File: src/pkg/adws_pkg.sv
// shared constants for the adapter dma and wait-state support block
package adws_pkg;
  // ---------------------------------------------------------------
  // apb map: register index, byte address is four times the index
  // ---------------------------------------------------------------
  localparam int          ADDR_W        = 12;
  localparam logic [11:0] CFG_IDX       = 12'h102;
  localparam logic [11:0] CHECK_IDX     = 12'h105;
  localparam logic [11:0] STAT_IDX      = 12'h106;
  localparam logic [11:0] PORT_IDX      = 12'h107;
  localparam logic [11:0] CFG_ADDR      = {CFG_IDX[9:0], 2'b00};
  localparam logic [11:0] CHECK_ADDR    = {CHECK_IDX[9:0], 2'b00};
  localparam logic [11:0] STAT_ADDR     = {STAT_IDX[9:0], 2'b00};
  localparam logic [11:0] PORT_ADDR     = {PORT_IDX[9:0], 2'b00};
  // ---------------------------------------------------------------
  // configuration and check register fields
  // ---------------------------------------------------------------
  localparam int          CFG_BURST_BIT = 0;
  localparam int          CFG_CHAN_BIT  = 1;
  localparam int          CFG_DIS_BIT   = 2;
  localparam int          CFG_WAIT_LSB  = 4;
  localparam int          WAIT_W        = 3;
  localparam int          CHECK_BIT     = 7;
  // ---------------------------------------------------------------
  // status register fields
  // ---------------------------------------------------------------
  localparam int          ST_READY_BIT  = 0;
  localparam int          ST_BURST_BIT  = 1;
  localparam int          ST_SINGLE_BIT = 2;
  localparam int          ST_COUNT_BIT  = 3;
  localparam int          ST_TERM_BIT   = 4;
  localparam int          ST_CHKIN_BIT  = 5;
  // ---------------------------------------------------------------
  // timing
  // ---------------------------------------------------------------
  localparam int          OSC_PERIOD_NS = 70;
  localparam int          SCC_STROBE_NS = 250;
  localparam int          DMA_WAIT_NS   = 420;
  localparam logic [2:0]  MAX_WAITS     = 3'h6;
  localparam logic [2:0]  DMA_WAITS     = 3'(DMA_WAIT_NS / OSC_PERIOD_NS);
  localparam logic [2:0]  MIN_SCC_WAITS =
    3'((SCC_STROBE_NS + OSC_PERIOD_NS - 1) / OSC_PERIOD_NS);
  // ---------------------------------------------------------------
  // reset values
  // ---------------------------------------------------------------
  localparam logic [7:0]  PORT_RST      = 8'h00;
  localparam logic [7:0]  CFG_RST       = {1'b0, MIN_SCC_WAITS, 4'h4};
  // ---------------------------------------------------------------
  // synchronised pin vector layout
  // ---------------------------------------------------------------
  localparam int          SY_WREQ0      = 0;
  localparam int          SY_WREQ1      = 1;
  localparam int          SY_GRANT      = 2;
  localparam int          SY_STAT0      = 3;
  localparam int          SY_STAT1      = 4;
  localparam int          SY_CE         = 5;
  localparam int          SY_OSC        = 6;
  localparam int          SY_SEL        = 7;
  localparam int          SY_WS         = 8;
  localparam int          SY_SET_CHECK_N     = 9;
  localparam int          SY_CHKIN      = 10;
  localparam int          SY_DATA       = 11;
  localparam int          SY_W          = 19;
  localparam logic [18:0] SY_RST        = 19'h007ff;

  typedef enum logic {ADWS_IDLE, ADWS_COUNT} adws_wait_t;
endpackage : adws_pkg

File: src/rtl/adws_top.sv
// adapter dma request selector, wait-state generator, output port and check line
//
// Our own choices: register access over APB and the register addresses.
`timescale 1ns/1ps
// What this block does
// - one serial request drives either the burst or single arbiter request, per option bit
// - an option bit picks which serial channel may request dma
// - an option bit blocks all dma requests, both channels interrupt-driven
// - unselected channel requests are ignored, leaving it interrupt-driven
// - an active serial request is forwarded to the chosen arbiter input
// - burst request drops with the serial request so the arbiter ends the burst
// - single request drops once grant is active and a transfer starts
// - dma acknowledge is only the host accessing the serial data buffer
// - dma use stretches cycles by six wait states, burst and single alike
// - channel ready is held low for a programmed number of oscillator edges
// - the bus oscillator is the counting timebase
// - the programmed wait count spans zero to six
// - ordinary serial accesses get four oscillator edges of wait from reset, reprogrammable down to zero
// - counting starts when the serial chip enable goes active
// - a loadable down-counter reloads at zero and holds ready low while counting
// - an eight-bit latched general purpose output port
// - the port loads when its select and write strobe are both low
// - channel check is a shared open-collector level line
// - a set-check pulse asserts channel check and clears check bit 7
module adws_top
(
  input  wire logic              REF_CLK,
  input  wire logic              RST_B,
  input  wire logic              PSEL,
  input  wire logic              PENABLE,
  input  wire logic              PWRITE,
  input  wire logic [adws_pkg::ADDR_W-1:0] PADDR,
  input  wire logic [31:0]       PWDATA,
  output logic      [31:0]       PRDATA,
  output logic                   PREADY,
  output logic                   PSLVERR,
  input  wire logic [1:0]        SERIAL_WAIT_REQUEST_N,
  input  wire logic              GRANT_ACTIVE,
  input  wire logic [1:0]        CYCLE_STATUS_LINES_N,
  input  wire logic              SERIAL_CHIP_ENABLE_N,
  input  wire logic              BUS_OSCILLATOR,
  input  wire logic              DECODED_SELECT_N,
  input  wire logic              PORT_WRITE_STROBE_N,
  input  wire logic [7:0]        PORT_DATA,
  input  wire logic              SET_CHECK_N,
  input  wire logic              CHANNEL_CHECK_N_I,
  output logic                   CHANNEL_CHECK_N_O,
  output logic                   CHANNEL_CHECK_N_OE,
  output logic                   BURST_REQUEST_IN_N,
  output logic                   SINGLE_REQUEST_IN_N,
  output logic                   CHANNEL_READY,
  output logic      [7:0]        PORT_OUT
);
  import adws_pkg::*;

  // ---------------------------------------------------------------
  // pin synchronisers
  // ---------------------------------------------------------------
  logic [SY_W-1:0] pins;
  logic [SY_W-1:0] meta_r;
  logic [SY_W-1:0] sync_r;
  logic [SY_W-1:0] prev_r;

  assign pins = {PORT_DATA, CHANNEL_CHECK_N_I, SET_CHECK_N, PORT_WRITE_STROBE_N,
                 DECODED_SELECT_N, BUS_OSCILLATOR, SERIAL_CHIP_ENABLE_N,
                 CYCLE_STATUS_LINES_N, GRANT_ACTIVE, SERIAL_WAIT_REQUEST_N};

  genvar gi;
  generate
    for (gi = 0; gi < SY_W; gi++)
    begin : g_sync
      always_ff @(posedge REF_CLK)
      begin
        if (!RST_B)
        begin
          meta_r[gi] <= SY_RST[gi];
          sync_r[gi] <= SY_RST[gi];
          prev_r[gi] <= SY_RST[gi];
        end
        else
        begin
          meta_r[gi] <= pins[gi];
          sync_r[gi] <= meta_r[gi];
          prev_r[gi] <= sync_r[gi];
        end
      end
    end
  endgenerate

  // ---------------------------------------------------------------
  // configuration and apb decode
  // ---------------------------------------------------------------
  function automatic logic hit(input logic [ADDR_W-1:0] a, input logic [ADDR_W-1:0] b);
    hit = (a == b);
  endfunction : hit

  logic [7:0] cfg_r;
  logic       pend_r;
  logic       pready_r;
  logic       burst_mode;
  logic       chan_sel;
  logic       dma_on;
  logic [2:0] prog_waits;
  logic       acc_phase;
  logic       wr_fire;
  logic       mapped;
  logic       wr_cfg;
  logic       wr_chk;

  assign burst_mode = cfg_r[CFG_BURST_BIT];
  assign chan_sel   = cfg_r[CFG_CHAN_BIT];
  assign dma_on     = !cfg_r[CFG_DIS_BIT];
  assign prog_waits = cfg_r[CFG_WAIT_LSB +: WAIT_W];
  assign acc_phase  = PSEL && PENABLE;
  assign wr_fire    = acc_phase && pready_r && PWRITE;
  assign mapped     = hit(PADDR, CFG_ADDR) || hit(PADDR, CHECK_ADDR) ||
                      hit(PADDR, STAT_ADDR) || hit(PADDR, PORT_ADDR);
  assign wr_cfg     = wr_fire && hit(PADDR, CFG_ADDR);
  assign wr_chk     = wr_fire && hit(PADDR, CHECK_ADDR) && PWDATA[CHECK_BIT];

  always_ff @(posedge REF_CLK)
  begin
    if (!RST_B)
      cfg_r <= CFG_RST;
    else if (wr_cfg)
      cfg_r <= PWDATA[7:0];
  end

  // ---------------------------------------------------------------
  // dma request selector
  // ---------------------------------------------------------------
  logic req_act;
  logic xfer_start;
  logic term_r;
  logic term_nxt;
  logic burst_nxt;
  logic single_nxt;
  logic burst_r;
  logic single_r;
  logic burst_n_r;
  logic single_n_r;

  // only the chosen channel is looked at; the other stays interrupt-driven
  assign req_act    = chan_sel ? !sync_r[SY_WREQ1] : !sync_r[SY_WREQ0];
  assign xfer_start = sync_r[SY_GRANT] && (!sync_r[SY_STAT0] || !sync_r[SY_STAT1]);
  // once the transfer has started the single request stays off until the serial
  // side lets go, so one request yields exactly one transfer
  assign term_nxt   = req_act && (term_r || xfer_start);
  assign burst_nxt  = dma_on && burst_mode && req_act;
  assign single_nxt = dma_on && !burst_mode && req_act && !term_nxt;

  always_ff @(posedge REF_CLK)
  begin
    if (!RST_B)
    begin
      term_r     <= 1'b0;
      burst_r    <= 1'b0;
      single_r   <= 1'b0;
      burst_n_r  <= 1'b1;
      single_n_r <= 1'b1;
    end
    else
    begin
      term_r     <= term_nxt;
      burst_r    <= burst_nxt;
      single_r   <= single_nxt;
      burst_n_r  <= !burst_nxt;
      single_n_r <= !single_nxt;
    end
  end

  assign BURST_REQUEST_IN_N  = burst_n_r;
  assign SINGLE_REQUEST_IN_N = single_n_r;

  // ---------------------------------------------------------------
  // wait-state down-counter
  // ---------------------------------------------------------------
  adws_wait_t st_r;
  adws_wait_t st_nxt;
  logic [2:0] cnt_r;
  logic [2:0] cnt_nxt;
  logic [2:0] eff_waits;
  logic       ce_fall;
  logic       osc_rise;
  logic       ready_r;

  // dma needs the long stretch to stop overrun; else the programmed value,
  // clamped to the supported range
  assign eff_waits = dma_on ? DMA_WAITS :
                     ((prog_waits > MAX_WAITS) ? MAX_WAITS : prog_waits);
  assign ce_fall   = prev_r[SY_CE] && !sync_r[SY_CE];
  assign osc_rise  = !prev_r[SY_OSC] && sync_r[SY_OSC];

  always_comb
  begin
    st_nxt  = st_r;
    cnt_nxt = cnt_r;
    case (st_r)
      ADWS_IDLE:
      begin
        cnt_nxt = eff_waits;
        if (ce_fall && eff_waits != 3'h0)
          st_nxt = ADWS_COUNT;
      end
      ADWS_COUNT:
      begin
        if (osc_rise)
        begin
          if (cnt_r == 3'h1)
          begin
            cnt_nxt = eff_waits;
            st_nxt  = ADWS_IDLE;
          end
          else
            cnt_nxt = cnt_r - 3'h1;
        end
      end
      default:
      begin
        st_nxt  = ADWS_IDLE;
        cnt_nxt = eff_waits;
      end
    endcase
  end

  always_ff @(posedge REF_CLK)
  begin
    if (!RST_B)
    begin
      st_r    <= ADWS_IDLE;
      cnt_r   <= 3'h0;
      ready_r <= 1'b1;
    end
    else
    begin
      st_r    <= st_nxt;
      cnt_r   <= cnt_nxt;
      ready_r <= (st_nxt != ADWS_COUNT);
    end
  end

  assign CHANNEL_READY = ready_r;

  // ---------------------------------------------------------------
  // general purpose output port
  // ---------------------------------------------------------------
  logic [7:0] port_r;
  logic       port_wr;

  // load on the leading edge of select and strobe both low, with data from the same synchroniser stage as the strobe
  assign port_wr = !sync_r[SY_SEL] && !sync_r[SY_WS] &&
                   !(!prev_r[SY_SEL] && !prev_r[SY_WS]);

  always_ff @(posedge REF_CLK)
  begin
    if (!RST_B)
      port_r <= PORT_RST;
    else if (port_wr)
      port_r <= sync_r[SY_DATA +: 8];
  end

  assign PORT_OUT = port_r;

  // ---------------------------------------------------------------
  // channel check
  // ---------------------------------------------------------------
  logic set_check_n;

  assign set_check_n = prev_r[SY_SET_CHECK_N] && !sync_r[SY_SET_CHECK_N];

  // a new check wins over a software clear in the same cycle
  always_ff @(posedge REF_CLK)
  begin
    if (!RST_B)
      pend_r <= 1'b0;
    else if (set_check_n)
      pend_r <= 1'b1;
    else if (wr_chk)
      pend_r <= 1'b0;
  end

  // open collector: only ever pulls low, never drives high
  assign CHANNEL_CHECK_N_O  = 1'b0;
  assign CHANNEL_CHECK_N_OE = pend_r;

  // ---------------------------------------------------------------
  // apb read and answer
  // ---------------------------------------------------------------
  logic [31:0] rd_mux;
  logic [31:0] prdata_r;
  logic        pslverr_r;

  assign rd_mux =
    hit(PADDR, CFG_ADDR)   ? {24'h000000, cfg_r} :
    hit(PADDR, CHECK_ADDR) ? {24'h000000, !pend_r, 7'h00} :
    hit(PADDR, STAT_ADDR)  ? {26'h0000000, sync_r[SY_CHKIN], term_r,
                              (st_r == ADWS_COUNT), single_r, burst_r, ready_r} :
    hit(PADDR, PORT_ADDR)  ? {24'h000000, port_r} : 32'h00000000;

  // one wait cycle: ready rises in the second access-phase cycle
  always_ff @(posedge REF_CLK)
  begin
    if (!RST_B)
    begin
      pready_r  <= 1'b0;
      prdata_r  <= 32'h00000000;
      pslverr_r <= 1'b0;
    end
    else
    begin
      pready_r  <= acc_phase && !pready_r;
      prdata_r  <= (acc_phase && !pready_r && !PWRITE) ? rd_mux : 32'h00000000;
      pslverr_r <= acc_phase && !pready_r && !mapped;
    end
  end

  assign PREADY  = pready_r;
  assign PRDATA  = prdata_r;
  assign PSLVERR = pslverr_r;

  // ---------------------------------------------------------------
  // assertions
  // ---------------------------------------------------------------
  logic [3:0] low_len_r;

  always_ff @(posedge REF_CLK)
  begin
    if (!RST_B || ready_r)
      low_len_r <= 4'h0;
    else if (osc_rise && low_len_r != 4'hf)
      low_len_r <= low_len_r + 4'h1;
  end
endmodule : adws_top

File: config.mk
export PLATFORM = sky130hd
export DESIGN_NAME = adws_top
export DESIGN_NICKNAME = d
export VERILOG_FILES = /design/src/pkg/adws_pkg.sv /design/src/rtl/adws_top.sv
export SDC_FILE = /design/constraint.sdc
export NUM_CORES = 1
export LEC_CHECK = 0
export ABC_AREA = 1
export BUFFER_PORTS_ARGS = -buffer_cell sky130_fd_sc_hd__buf_2
export CORE_MARGIN = 2
export CORE_UTILIZATION = 30
export CTS_BUF_LIST = sky130_fd_sc_hd__clkbuf_4 sky130_fd_sc_hd__clkbuf_8
export DETAILED_ROUTE_END_ITERATION = 16
export GPL_ROUTABILITY_DRIVEN = 0
export PLACE_DENSITY = 0.54
export SYNTH_ARGS = -nofsm -noshare
export SYNTH_HDL_FRONTEND = slang
export SYNTH_SLANG_ARGS = --single-unit
export TNS_END_PERCENT = 20
File: constraint.sdc
create_clock -name REF_CLK -period 2.1 [get_ports REF_CLK]
set_input_delay 0.315 -clock REF_CLK [delete_from_list [all_inputs] [get_ports REF_CLK]]
set_output_delay 0.315 -clock REF_CLK [all_outputs]
set_load 0.03 [all_outputs]
**After elaboration in Yosys (flattened, before gate mapping)**

Index checks and enable logic that the tools add are counted.

- Input bits: 68
- Bits in registers: 104
- Output and inout bits: 47
- Logic and storage cells: 139

- Equal/unequal tests: 6
- $lt $le $gt $ge: 1
- Reduce and logical (&&, ||, !) cells: 53
- Add/sub/neg operators: 1
- Muxes and demuxes: 16
- Bitwise operators: 4

Operators with widths:

| cell | count |
|---|---|
| $eq 12x11->1 const B | 4 |
| $mux 8 | 4 |
| $logic_and 1x1->1 | 23 |
| $logic_not 1->1 | 21 |
| $mux 3 | 4 |
| $mux 1 | 6 |
| $pmux 3 s2 | 1 |
| $logic_or 1x1->1 | 5 |
| $reduce_or 5->1 | 1 |
| $not 1->1 | 4 |
| $eq 3x1->1 const B | 1 |
| $gt 3x3->1 const B | 1 |
| $reduce_bool 3->1 | 1 |
| $sub 3x1->3 const B | 1 |
| $ne 2x1->1 const B | 1 |
| $pmux 1 s2 | 1 |
| $reduce_and 2->1 | 1 |
| $reduce_bool 2->1 | 1 |

**Logic depth before layout (Yosys ltp)**

- Word-level depth: 8
- Depth in mapped cells: 9
- Mapped depth without buffers: 9

**Least setup slack after synthesis**

No wires, ideal clock.

- Path kind: flip-flop to flip-flop
- Start point: reg pready_r, in the netlist PREADY
- End point: reg cfg_r[2]
- Arrival time: 1.209 ns
- Clock period less this slack: 1.342 ns
- Required time: 1.967 ns
- Path buffers: 1
- Stages on the path, launching flop included: 7
- Slack: 0.758 ns
- Setup time: 0.133 ns
- Cell sequence: dfxtp_1 nand2_1 nor2_1 nand3_4 buf_6 nand2_1 nand3_1

- Longest elaborated chain between the ends: 3

Ends and longest elaborated chain:

| item | line | RTL |
|---|---|---|
| from (decl) | adws_top.sv:99 | `logic pready_r;` |
| from (signal assigned) | adws_top.sv:311 | `pready_r <= acc_phase && !pready_r;` |
| $logic_and 1x1->1 (2 in series) | adws_top.sv:115 | `assign wr_fire = acc_phase && pready_r && PWRITE;` |
| $logic_and 1x1->1 | adws_top.sv:118 | `assign wr_cfg = wr_fire && hit(PADDR, CFG_ADDR);` |
| to (signal assigned) | adws_top.sv:126 | `cfg_r <= PWDATA[7:0];` |
| to (decl) | adws_top.sv:97 | `logic [7:0] cfg_r;` |

No other way between the ends.
A chain may end at the register's enable or synchronous reset.

**Worst setup path after layout**

- Start point: reg pready_r, in the netlist PREADY
- End point: reg cfg_r[7]

Same word-level chain as after synthesis.

==> impl_metrics.ini <==
[clock_tree]
cts_hold_buf = 0
cts_num_sinks = 80
cts_htree_levels = 3
cts_tree = done
cts_inserted_buffers = 9
clockBufferDepth = 2
cts_setup_buffers = 0
clkLatencyLatePin_ns = 0.35
cts-resized-gates = 0
cts_root_buffer = clkbuf_8
clkTransAtPathRegs_ns = 0.08

[logic_synthesis]
synth_fa_ha_area_share_pct = 0.7965
synthDistinctLibCells = 28
muxShareOfSynthArea_pct = 0
synth-compound-area-share_pct = 4.699
syn_area_um2 = 3142
synthSimpleGateAreaFrac_pct = 27.92
synthesis.instances = 395
synth.top_cell.area_share_pct = 50.98
synth_area_leader_cell = dfxtp_1
ys_ff_latch = 80
synth_xor_area_share_pct = 0
ys_warn_count = 0
syn_area_per_cell_um2 = 7.954
seq_area_frac_synth_pct = 50.98
synth_top_family_by_area = simple AND/OR/NAND/NOR gates
synth_area_leaders = dfxtp_1, nand2_1, inv_1

[setup_path]
r2r_slack_ns = 0.76
r2r_cells = 5
r2r-end = cfg_r[7]$_SDFFE_PN0P_
path_class = reg2reg
required_ns = 2.34
end_kind = flip-flop
start_kind = flip-flop
r2r_start = PREADY$_SDFF_PN0_
worstPathMaxFanout = 14
arrival_ns = 1.59

[detailed_routing]
vias = 2388
drt_iter0_markers = 88
wl_mm = 6.053
ant_nets = 0
dr.pass1.iters = 4
wire_per_inst_um = 10.02
route.detailed.drc = 0
vias_per_cell = 3.954

[power]
pwr-share-comb_pct = 7.9
vdd_ir_drop_max_mv = 0.4416
switchingPower_w = 0.0007478
p_leak_nw = 1.945
pwr-share-clk_pct = 39.2
p_int_w = 0.002239
power_frac_seq_pct = 52.9
p_per_area_nw_per_um2 = 803.7
p_sw_share_pct = 25.04

[final_layout]
area_growth_pct = 18.28
drive_above_1_share_pct = 25.85
fillerInstances = 1102
n_antenna_cell = 0
utilization_pct = 36.32
final_cell_area_um2 = 3716
nets = 533

[hold_path]
hold_path_depth = 3
hold_start = PORT_DATA[6]
hold_class = in2reg
holdPathEnd = meta_r[17]$_SDFF_PN0_

[placement]
place_area_um2 = 3503
dp_slack_ns = 0.6330
port_buffers = 65
hpwlAfterDp_mm = 4.636

[sta]
fin_crit_sh_pct = 63.94
hold_viol_final = 0
rsz0062_at_grt = false
setup-tns-final_ns = 0
whs_ns = 0.1432
finalSetupViolations = 0
fmax_mhz = 744.7
finClkSkew_ns = 0.009416
setup_ws_ns = 0.7572
slew_violations = 0
min_period_ns = 1.343

[floorplan]
die-area_um2 = 11310
die_x_um = 106.3
start_util_pct = 30.71
rows = 37
core_area_um2 = 10230
io_pins = 115
die_y_um = 106.3

[run_status]
status = complete, no violations

[run]
maxCapViolCount = 0

[global_routing]
grt_use_total_pct = 11.15
overflow = 0
grt_max_degree = 37
antenna_found_initial = 0
first_global_vias = 2127
grt_pass1_wl_mm = 9.742
[synth_stat cells, drive strengths merged]
master and n:
conb 1, or2 25, o21bai 1, nand2 68, dfxtp 80, clkbuf 5, a21oi 8, nor2 49
o21ai 17, nor4 1, nand4 1, nand3 36, o211ai 2, ha 2, nor3 5, buf 30
inv 64
[sequential cells by signal, indices dropped and copies added (netlist names)]
signal               flops
BURST_REQUEST_IN_N       1
CHANNEL_CHECK_N_OE       1
CHANNEL_READY            1
PORT_OUT                 8
PRDATA                   8
PREADY                   1
PSLVERR                  1
SINGLE_REQUEST_IN_N      1
burst_r                  1
cfg_r                    8
cnt_r                    3
meta_r                  19
prev_r                   5
single_r                 1
st_r                     1
sync_r                  19
term_r                   1
[metrics by stage]
stage	total power [W]	cells
after floorplan	0.001813	419
after global placement	0.001848	588
after detailed placement	0.001854	588
after CTS	0.003040	604
after global routing	0.003121	604
final	0.002987	604
[worst max path at each step]
| stage | to | from | slack (ns) |
|---|---|---|---|
| global route | cfg_r[7]$_SDFFE_PN0P_ | PREADY$_SDFF_PN0_ | 0.64 |
| floorplan | cfg_r[2]$_SDFFE_PN1P_ | PREADY$_SDFF_PN0_ | 0.76 |
| global placement | cfg_r[7]$_SDFFE_PN0P_ | PADDR[1] | 0.65 |
| finish | cfg_r[7]$_SDFFE_PN0P_ | PREADY$_SDFF_PN0_ | 0.76 |
| detailed placement | cfg_r[7]$_SDFFE_PN0P_ | PADDR[1] | 0.63 |
| CTS | cfg_r[7]$_SDFFE_PN0P_ | PREADY$_SDFF_PN0_ | 0.76 |
[cell usage in the layout (no fill, tap or decap), types with 2 or more instances in the layout]
master,n
nand2_1,66
nor2_1,44
or2_2,25
inv_6,2
inv_2,3
a21oi_1,8
dfxtp_1,80
ha_1,2
nor2_2,2
clkbuf_8,10
conb_1,25
inv_1,61
o21ai_0,16
buf_2,65
nor2_4,2
buf_4,3
o211ai_1,2
nor3_1,4
nand3_1,35
[power by group through the flow]
stage | sequential (W) | clock, W | combinational, W
4_1_cts | 0.00158 | 0.00122 | 0.000239
3_3_place_gp | 0.00162 | 0 | 0.000233
2_1_floorplan | 0.00162 | 0 | 0.000191
3_5_place_dp | 0.00162 | 0 | 0.000238
5_1_grt | 0.00158 | 0.00127 | 0.000265
6_report | 0.00158 | 0.00117 | 0.000236
[critical path: stages, from the launching register on]
cell and delay (ns):
dfxtp_1 0.35, nand2_1 0.05, nor2_1 0.34, nand3_4 0.23, o21ai_0 0.21, nor2_1 0.05
[metal layers]
metal / GRT usage [%] / up-vias / part of all wire (%)
met4: 3.947 / 0 / 1.2
met2: 18.73 / 72 / 48
met5: 0 / - / 0
met1: 12.99 / 1030 / 45
li1: - / 1281 / -
met3: 4.169 / 5 / 6.3
[cell families after synthesis]
kind of cell	Yosys count
AND/OR/NAND/NOR	185
buffers and inverters	99
flip-flops	80
AO/OA/AOI/OAI	28
adder cells (fa/ha/maj)	2
other	1
[final cells by class]
| type | count | area [µm²] | share of cell area [%] |
|---|---|---|---|
| sequential | 80 | 1602 | 43.10 |
| clock inverter | 6 | 75.07 | 2.020 |
| inverter | 64 | 240.2 | 6.465 |
| timing repair buffer | 68 | 347.8 | 9.360 |
| multi-input combinational | 240 | 1144 | 30.77 |
| clock buffer | 10 | 137.6 | 3.704 |
| tap | 136 | 170.2 | 4.579 |
(Power assumes the default switching activity.)
